[src/logic/alm_pkg.sv]
// shared constants and carrier types for the alarm log and mute controller
package alm_pkg;

	// alarm log geometry
	localparam int LOG_DEPTH = 32;
	localparam int PTR_W = 5;
	localparam int CNT_W = 6;
	localparam logic [CNT_W-1:0] LOG_FULL_CNT = 6'h20;
	localparam logic [CNT_W-1:0] CNT_RST = 6'h00;
	localparam logic [PTR_W-1:0] PTR_RST = 5'h00;
	localparam logic [PTR_W-1:0] PTR_ONE = 5'h01;

	// entries handed out per read-next request
	localparam logic [2:0] READ_BURST = 3'h5;
	localparam logic [2:0] LEFT_RST = 3'h0;

	// gain reduction in quarter-dB steps over the documented range
	localparam int ATTEN_RANGE_DB = 30;
	localparam int ATTEN_STEPS_PER_DB = 4;
	localparam int ATTEN_W = 7;
	localparam logic [ATTEN_W-1:0] ATTEN_MAX = 7'(ATTEN_RANGE_DB * ATTEN_STEPS_PER_DB);
	localparam logic [ATTEN_W-1:0] ATTEN_RST = 7'h00;

	// date and time stamp, one byte per field
	typedef struct packed {
		logic [7:0] month;
		logic [7:0] day;
		logic [7:0] year;
		logic [7:0] hour;
		logic [7:0] minute;
		logic [7:0] second;
	} alm_stamp_t;

	typedef struct packed {
		alm_stamp_t stamp;
		logic [7:0] code;
	} alm_entry_t;

	localparam alm_entry_t ENTRY_RST = 56'h00_0000_0000_0000;

	// remote manager settings
	typedef struct packed {
		logic software_mute_ctl;
		logic bias_enable_ctl;
		logic discrete_mute_mode;
		logic [ATTEN_W-1:0] gain_reduction_ctl;
	} alm_mute_cfg_t;

	// amplifier stage drive
	typedef struct packed {
		logic low_stage_en;
		logic high_stage_en;
		logic muted;
		logic [ATTEN_W-1:0] atten_code;
	} alm_stage_t;

	localparam alm_stage_t STAGE_RST = 10'h000;

	typedef enum logic [1:0] {
		ALM_IDLE = 2'b01,
		ALM_SEND = 2'b10
	} alm_state_t;

endpackage

[src/logic/alm_sync2.sv]
// two-stage synchroniser for an asynchronous pin
`timescale 1ns/100ps
module alm_sync2 (
	// clock and reset
	input wire logic sys_clk,
	input wire logic rst_n,
	input wire logic clk_en,
	// pin and synchronised level
	input wire logic pin_async,
	output logic pin_sync
);
	logic stage1;
	logic next_stage1;
	logic next_pin_sync;

	always_comb begin
		next_stage1 = stage1;
		next_pin_sync = pin_sync;
		if (clk_en) begin
			next_stage1 = pin_async;
			next_pin_sync = stage1;
		end
	end

	always_ff @(posedge sys_clk or negedge rst_n) begin
		if (!rst_n) begin
			stage1 <= 1'b0;
			pin_sync <= 1'b0;
		end else begin
			stage1 <= next_stage1;
			pin_sync <= next_pin_sync;
		end
	end
endmodule

[src/logic/alm_stage_ctl.sv]
// mute, bias and gain reduction combined into stage enables and attenuation code
`timescale 1ns/100ps
module alm_stage_ctl (
	// clock and reset
	input wire logic sys_clk,
	input wire logic rst_n,
	input wire logic clk_en,
	// settings and synchronised discrete pin
	input alm_pkg::alm_mute_cfg_t cfg,
	input wire logic disc_pin_high,
	// stage drive
	output alm_pkg::alm_stage_t stage
);
	alm_pkg::alm_stage_t next_stage;
	logic mute_any;

	always_comb begin
		next_stage = stage;
		mute_any = cfg.software_mute_ctl | (cfg.discrete_mute_mode & disc_pin_high);
		if (clk_en) begin
			next_stage.muted = mute_any;
			next_stage.high_stage_en = !(cfg.software_mute_ctl && !cfg.bias_enable_ctl);
			next_stage.low_stage_en = !mute_any && next_stage.high_stage_en;
			next_stage.atten_code = (cfg.gain_reduction_ctl > alm_pkg::ATTEN_MAX) ?
				alm_pkg::ATTEN_MAX : cfg.gain_reduction_ctl;
		end
	end

	always_ff @(posedge sys_clk or negedge rst_n) begin
		if (!rst_n) begin
			stage <= alm_pkg::STAGE_RST;
		end else begin
			stage <= next_stage;
		end
	end
endmodule

[src/logic/alm_ctl.sv]
// alarm log with five-entry readout, plus mute and bias control
// Functional notes
// - a read-next request hands out the oldest stored entries, five at most
// - entries are kept in arrival order with a date and time stamp
// - every entry handed out is removed from the log by that read
// - unread count falls with each read and reaches 00 when empty
// - clear-log removes every stored entry
// - pointer-initialize aborts any burst and leaves the read pointer at the oldest unread entry
// - software mute set to 1 mutes the amplifier
// - discrete mode keeps the unit muted until the pin is grounded
// - mute disables only low-power stages; high-power stages stay biased except with software mute 1 and enable 0
// - whole-amplifier bias goes only with mute 1 and enable 0
// - gain reduction spans a 30 dB range
`timescale 1ns/100ps
module alm_ctl (
	// clock, reset, enable
	input wire logic sys_clk,
	input wire logic rst_n,
	input wire logic clk_en,
	// incoming alarms
	input wire logic alarm_valid,
	input wire logic [7:0] alarm_code,
	input alm_pkg::alm_stamp_t now_stamp,
	// manager requests, one-cycle pulses
	input wire logic cmd_read_next,
	input wire logic cmd_clear_log,
	input wire logic cmd_init_ptr,
	// manager settings
	input alm_pkg::alm_mute_cfg_t mute_cfg,
	// discrete mute pin, asynchronous
	input wire logic disc_ctl_pin,
	// log readout
	output logic out_valid,
	output alm_pkg::alm_entry_t out_entry,
	output logic out_last,
	// log status
	output logic [alm_pkg::CNT_W-1:0] unread_count,
	output logic log_full,
	output logic log_overflow,
	output logic read_busy,
	// amplifier stage drive
	output alm_pkg::alm_stage_t stage
);
	alm_pkg::alm_entry_t log_mem [alm_pkg::LOG_DEPTH];
	alm_pkg::alm_state_t state;
	alm_pkg::alm_state_t next_state;
	logic [alm_pkg::PTR_W-1:0] head;
	logic [alm_pkg::PTR_W-1:0] next_head;
	logic [alm_pkg::PTR_W-1:0] tail;
	logic [alm_pkg::PTR_W-1:0] next_tail;
	logic [alm_pkg::CNT_W-1:0] next_count;
	logic [2:0] left;
	logic [2:0] next_left;
	logic next_overflow;
	logic next_out_valid;
	logic next_out_last;
	alm_pkg::alm_entry_t next_out_entry;
	logic pop;
	logic push;
	logic wr_en;
	logic [alm_pkg::PTR_W-1:0] wr_idx;
	logic [alm_pkg::CNT_W-1:0] base_count;
	logic [alm_pkg::PTR_W-1:0] base_tail;
	logic disc_pin_high;

	alm_sync2 u_pin_sync (
		.sys_clk(sys_clk),
		.rst_n(rst_n),
		.clk_en(clk_en),
		.pin_async(disc_ctl_pin),
		.pin_sync(disc_pin_high)
	);

	alm_stage_ctl u_stage (
		.sys_clk(sys_clk),
		.rst_n(rst_n),
		.clk_en(clk_en),
		.cfg(mute_cfg),
		.disc_pin_high(disc_pin_high),
		.stage(stage)
	);

	assign log_full = (unread_count == alm_pkg::LOG_FULL_CNT);
	assign read_busy = (state == alm_pkg::ALM_SEND);

	always_comb begin
		next_state = state;
		next_head = head;
		next_tail = tail;
		next_count = unread_count;
		next_left = left;
		next_overflow = log_overflow;
		// a frozen enable holds the readout pulse too
		next_out_valid = out_valid;
		next_out_last = out_last;
		next_out_entry = out_entry;
		pop = 1'b0;
		push = 1'b0;
		wr_en = 1'b0;
		wr_idx = tail;
		base_count = unread_count;
		base_tail = tail;
		if (clk_en) begin
			next_out_valid = 1'b0;
			next_out_last = 1'b0;
			if (cmd_clear_log) begin
				// count and pointer back to start
				next_head = alm_pkg::PTR_RST;
				base_tail = alm_pkg::PTR_RST;
				base_count = alm_pkg::CNT_RST;
				next_left = alm_pkg::LEFT_RST;
				next_state = alm_pkg::ALM_IDLE;
				next_overflow = 1'b0;
			end else if (cmd_init_ptr) begin
				// abort any burst, pointer back to oldest entry
				next_left = alm_pkg::LEFT_RST;
				next_state = alm_pkg::ALM_IDLE;
			end else begin
				case (state)
					alm_pkg::ALM_IDLE: begin
						// empty log answers a read with nothing
						if (cmd_read_next && unread_count != alm_pkg::CNT_RST) begin
							next_state = alm_pkg::ALM_SEND;
							next_left = alm_pkg::READ_BURST;
						end
					end
					alm_pkg::ALM_SEND: begin
						pop = 1'b1;
						next_out_valid = 1'b1;
						next_out_entry = log_mem[head];
						next_head = head + alm_pkg::PTR_ONE;
						base_count = unread_count - 6'h01;
						next_left = left - 3'h1;
						if (left == 3'h1 || unread_count == 6'h01) begin
							next_out_last = 1'b1;
							next_left = alm_pkg::LEFT_RST;
							next_state = alm_pkg::ALM_IDLE;
						end
					end
					default: begin
						next_state = alm_pkg::ALM_IDLE;
						next_left = alm_pkg::LEFT_RST;
					end
				endcase
			end
			// a clear or a pop in the same cycle makes room for the arrival
			if (alarm_valid) begin
				if (base_count != alm_pkg::LOG_FULL_CNT) begin
					push = 1'b1;
				end else begin
					// reached only without a clear in the same cycle, since the clear empties the log first
					next_overflow = 1'b1;
				end
			end
			// append at the tail with its stamp
			wr_en = push;
			wr_idx = base_tail;
			next_tail = push ? base_tail + alm_pkg::PTR_ONE : base_tail;
			next_count = push ? base_count + 6'h01 : base_count;
		end
	end

	always_ff @(posedge sys_clk or negedge rst_n) begin
		if (!rst_n) begin
			state <= alm_pkg::ALM_IDLE;
			head <= alm_pkg::PTR_RST;
			tail <= alm_pkg::PTR_RST;
			unread_count <= alm_pkg::CNT_RST;
			left <= alm_pkg::LEFT_RST;
			log_overflow <= 1'b0;
			out_valid <= 1'b0;
			out_last <= 1'b0;
			out_entry <= alm_pkg::ENTRY_RST;
		end else begin
			state <= next_state;
			head <= next_head;
			tail <= next_tail;
			unread_count <= next_count;
			left <= next_left;
			log_overflow <= next_overflow;
			out_valid <= next_out_valid;
			out_last <= next_out_last;
			out_entry <= next_out_entry;
		end
	end

	// storage has no reset; entries are only read below the count
	always_ff @(posedge sys_clk) begin
		if (wr_en) begin
			log_mem[wr_idx] <= '{stamp: now_stamp, code: alarm_code};
		end
	end

	// helper: entries handed out in the current burst
	logic [2:0] burst_seen;
	logic [2:0] next_burst_seen;

	always_comb begin
		next_burst_seen = burst_seen;
		if (clk_en && out_valid) begin
			next_burst_seen = out_last ? 3'h0 : burst_seen + 3'h1;
		end
		if (clk_en && (cmd_clear_log || cmd_init_ptr)) begin
			next_burst_seen = 3'h0;
		end
	end

	always_ff @(posedge sys_clk or negedge rst_n) begin
		if (!rst_n) begin
			burst_seen <= 3'h0;
		end else begin
			burst_seen <= next_burst_seen;
		end
	end
endmodule

[config.mk]
export PLATFORM = sky130hd
export DESIGN_NAME = alm_ctl
export DESIGN_NICKNAME = d
export VERILOG_FILES = /design/src/logic/alm_pkg.sv /design/src/logic/alm_sync2.sv /design/src/logic/alm_stage_ctl.sv /design/src/logic/alm_ctl.sv
export SDC_FILE = /design/constraint.sdc
export NUM_CORES = 2
export LEC_CHECK = 0
export BUFFER_PORTS_ARGS = -buffer_cell sky130_fd_sc_hd__buf_4
export CAP_MARGIN = 0
export CORE_UTILIZATION = 63
export CTS_BUF_LIST = sky130_fd_sc_hd__clkbuf_8
export DETAILED_ROUTE_END_ITERATION = 10
export GPL_TIMING_DRIVEN = 0
export PLACE_DENSITY = 0.8
export SETUP_SLACK_MARGIN = 0.2
export SLEW_MARGIN = 20
export SYNTH_ARGS = -nofsm -noshare
export SYNTH_HDL_FRONTEND = slang
export SYNTH_HIERARCHICAL = 1
export SYNTH_SLANG_ARGS = --single-unit
[constraint.sdc]
create_clock -name sys_clk -period 10.2 [get_ports sys_clk]
set_input_delay 0.51 -clock sys_clk [delete_from_list [all_inputs] [get_ports sys_clk]]
set_output_delay 0.51 -clock sys_clk [all_outputs]
set_load 0.01 [all_outputs]
==> impl_metrics.sql <==
INSERT INTO impl_metrics (metric_group, metric, value, unit) VALUES
('hold_path', 'holdPathEnd', 'state[0]', ''),
('timing', 'max_clock_freq', '213', 'MHz'),
('die', 'std_cell_rows', '124', ''),
('power', 'switching_power', '3.17', 'mW'),
('synthesis', 'ys_seq_area_frac', '0.769', ''),
('finish', 'post-route-util', '0.735', ''),
('power', 'p_comb_frac', '0.031', ''),
('outcome', 'failed_checks', 'design-rule violations', ''),
('die', 'die_w', '342', 'µm'),
('synthesis', 'ys_dominant_reg_cell', 'sky130_fd_sc_hd__edfxtp_1', ''),
('setup_path', 'cp_common_cell', 'sky130_fd_sc_hd__buf_16', ''),
('setup_path', 'critPathRequiredTime', '10830', 'ps'),
('clock_tree', 'post-cts-setup-buffers', '0', ''),
('global_route', 'first_global_vias', '41950', ''),
('hold_path', 'min-delay-path-class', 'in2reg', ''),
('route', 'post-route-drc-count', '4', ''),
('die', 'die_height', '342', 'µm'),
('timing', 'timing.final.setup_violations', '0', ''),
('setup_path', 'worst_setup_path_start_kind', 'flip-flop', ''),
('hold_path', 'worstHoldPathCells', '4', ''),
('power', 'power.static_leakage', '26.6', 'nW'),
('finish', 'drive_gt1_frac', '0.156', ''),
('timing', 'worst_slew_margin_rel', '0.183', ''),
('synthesis', 'synthesis.area', '73000', 'µm²'),
('setup_path', 'reg2reg_depth', '14', ''),
('finish', 'final.fill_count', '6455', ''),
('setup_path', 'worstPathCellList', 'inv_1, ha_1, nand2b_1, mux2_2, nor2_1, inv_1, ha_1, nor4b_1, a41oi_4, nand4b_4, nor2_4, buf_16, buf_16, buf_16', ''),
('clock_tree', 'cts_tree', 'built', ''),
('power', 'clock_power_share', '0.391', ''),
('global_route', 'grt_start_max_net_pins', '64', ''),
('setup_path', 'rrSetupSlack', '5510', 'ps'),
('setup_path', 'crit_path_max_incr_delay', '720', 'ps'),
('clock_tree', 'clock_insertion_delay_worst_skew', '1000', 'ps'),
('route', 'routed_via_density', '6.51', ''),
('timing', 'fin_tns_setup', '0', 'ps'),
('placement', 'post-dp-hpwl', '119', 'mm'),
('route', 'drtPass1Iterations', '11', ''),
('die', 'io-pin-count', '151', ''),
('power', 'power_density', '177', 'nW/µm²'),
('clock_tree', 'cts_root_buffer', 'sky130_fd_sc_hd__clkbuf_8', ''),
('setup_path', 'start_of_the_worst_register_to_register_path', 'state[0]', ''),
('clock_tree', 'cts.clk_slew.worst_paths', '60', 'ps'),
('synthesis', 'number_of_synthesized_flops_with_an_enable_pin', '1792', ''),
('synthesis', 'synth.lib_cells_used.distinct', '63', ''),
('finish', 'syn_to_final_growth', '15.3', '%'),
('hold_path', 'worst_hold_startpoint', 'cmd_clear_log', ''),
('route', 'drtAntennaViolNets', '0', ''),
('route', 'detail_route.iter0.violations', '4985', ''),
('synthesis', 'mapped_cells', '3990', ''),
('placement', 'place.detailed.instances', '5733', ''),
('setup_path', 'timing.critical_path.slowest_stage_cell', 'sky130_fd_sc_hd__nor2_4', ''),
('synthesis', 'synth_fp_nets', '4075', ''),
('setup_path', 'path_class', 'reg2reg', ''),
('global_route', 'grt_antenna_before_repair', '6', ''),
('power', 'share_seq_of_total_power', '0.578', ''),
('synthesis', 'avgSynthCellArea', '18.3', 'µm²'),
('power', 'worst_case_vdd_ir_drop', '0.123', 'mV'),
('placement', 'routabilityCongestion', '0.812', ''),
('setup_path', 'worstPathMaxFanout', '20', ''),
('outcome', 'result_of_the_run', 'finished with violations', ''),
('global_route', 'grt_pass1_wl', '264', 'mm'),
('placement', 'buffer_ports.inserted', '150', ''),
('clock_tree', 'cts-root-to-sink-buffers', '4', ''),
('global_route', 'globalRouteTotalUtil', '0.309', ''),
('route', 'wirelength_routed', '180', 'mm'),
('die', 'die-area', '117000', 'µm²'),
('timing', 'timing.final.hold_violations', '0', ''),
('synthesis', 'synth_async_sr_flop_share', '0.0488', ''),
('timing', 'finalClockSkew', '72.4', 'ps'),
('synthesis', 'yosys_warnings', '6', ''),
('timing', 'worst_pin_slew', '1220', 'ps');
## cells by family after synthesis
logic type / Yosys count / synth area share
buffers and inverters: 268 / 0.0162
AOI/OAI and AO/OA: 735 / 0.0755
muxes: 906 / 0.125
DFF: 1884 / 0.769
adders and majority gates: 11 / 0.00189
xor gates and xnor gates: 5 / 0.000600
and+or+nand+nor: 181 / 0.0121
## how the worst max path moves through the flow
stage / startpoint / endpoint / slack, ps / depth (start not counted)
5_1_grt: state[0] / log_mem[30][22] / 5360 / 14
3_5_place_dp: state[0] / log_mem[30][22] / 5640 / 14
4_1_cts: state[0] / log_mem[30][22] / 5550 / 14
6_report: state[0] / log_mem[30][22] / 5510 / 14
3_3_place_gp: state[0] / log_mem[11][24] / 1990 / 11
2_1_floorplan: state[0] / log_mem[22][0] / 4820 / 11
## final cells by class
type	count	area, µm²	area share
Antenna cell	5	12.5	0.000149
Buffer	248	1120	0.0133
Clock buffer	317	4360	0.0519
Clock inverter	200	942	0.0112
Inverter	20	75.1	0.000892
Multi-Input combinational cell	1838	15900	0.189
Sequential cell	1884	56100	0.667
Tap cell	1512	1890	0.0225
Timing Repair Buffer	312	3730	0.0443
## worst max-delay path: cells and delay by family (launching register included)
family,cells,cell delay (ps)
flip-flops,1,540
AND/OR/NAND/NOR,5,1710
multiplexers,1,380
adder cells (fa/ha/maj),2,450
AO/OA/AOI/OAI,1,520
buffers and inverters,5,710
## power by group through the flow
stage                     clock network, mW  logic, mW  registers (mW)
final                                  5.81      0.464            8.60
after CTS                              5.83      0.458            8.60
after detailed placement                  0      0.427            8.76
after global placement                    0      0.393            8.76
after global routing                   6.18      0.498            8.60
after floorplan                           0      0.148            8.76
## synthesized netlist by cell type (all sizes together), types with 7 or more instances
library cell | count | area, µm²
dfrtp | 91 | 2280
o21ai | 15 | 82.6
nor2 | 49 | 184
o22ai | 61 | 382
nand2 | 77 | 289
edfxtp | 1792 | 53800
nor2b | 9 | 56.3
a22oi | 226 | 1700
a221oi | 112 | 981
nand3 | 7 | 35.0
inv | 20 | 75.1
ha | 11 | 138
buf | 124 | 643
a21oi | 120 | 604
mux2 | 9 | 105
clkbuf | 124 | 465
mux2i | 897 | 8980
o41ai | 56 | 490
a22o | 113 | 990
## sequential cells by signal (all words and copies together) (netlist names), 2 cells and up
| name | flops |
|---|---|
| left | 3 |
| head | 5 |
| tail | 5 |
| unread_count | 6 |
| u_stage/stage | 10 |
| log_mem | 1792 |
| out_entry | 56 |
| state | 2 |
## stage by stage
step,area [µm²],hold WS (ps),setup slack [ps],power (mW)
after floorplan,73000,214,4820,8.91
after global placement,76000,462,1990,9.15
after detailed placement,78000,432,5640,9.18
after CTS,84100,5.82,5550,14.9
after global routing,84100,51.3,5360,15.3
final,84100,78.5,5510,14.9
## cell usage in the layout (no fill, tap or decap), drive strengths merged, types with 5 or more instances in the layout
cell,instances
edfxtp,1792
mux2i,897
clkbuf,441
buf,356
a22oi,226
inv,123
a21oi,120
a22o,113
a221oi,112
dfrtp,91
clkinv,87
dlygate4sd3,80
nand2,77
o22ai,61
o41ai,56
nor2,49
o21ai,15
ha,11
nor2b,9
mux2,9
nand3,7
nor3,6
a31oi,6
diode,5
nand2b,5
clkinvlp,5
bufinv,5
nand4,5
## timing repair
action	in CTS	in global routing
hold buffers	81	0
gates resized for setup	0	0
hold endpoints to repair	1901	0
## metal layers
metal	vias to the layer above	GRT usage	routed length (µm)
li1	17543	-	-
met1	20872	0.404	67500
met2	2434	0.504	88500
met3	412	0.0738	17900
met4	6	0.123	6410
met5	-	0	44
No activity file was read; power rests on OpenSTA's default activity.
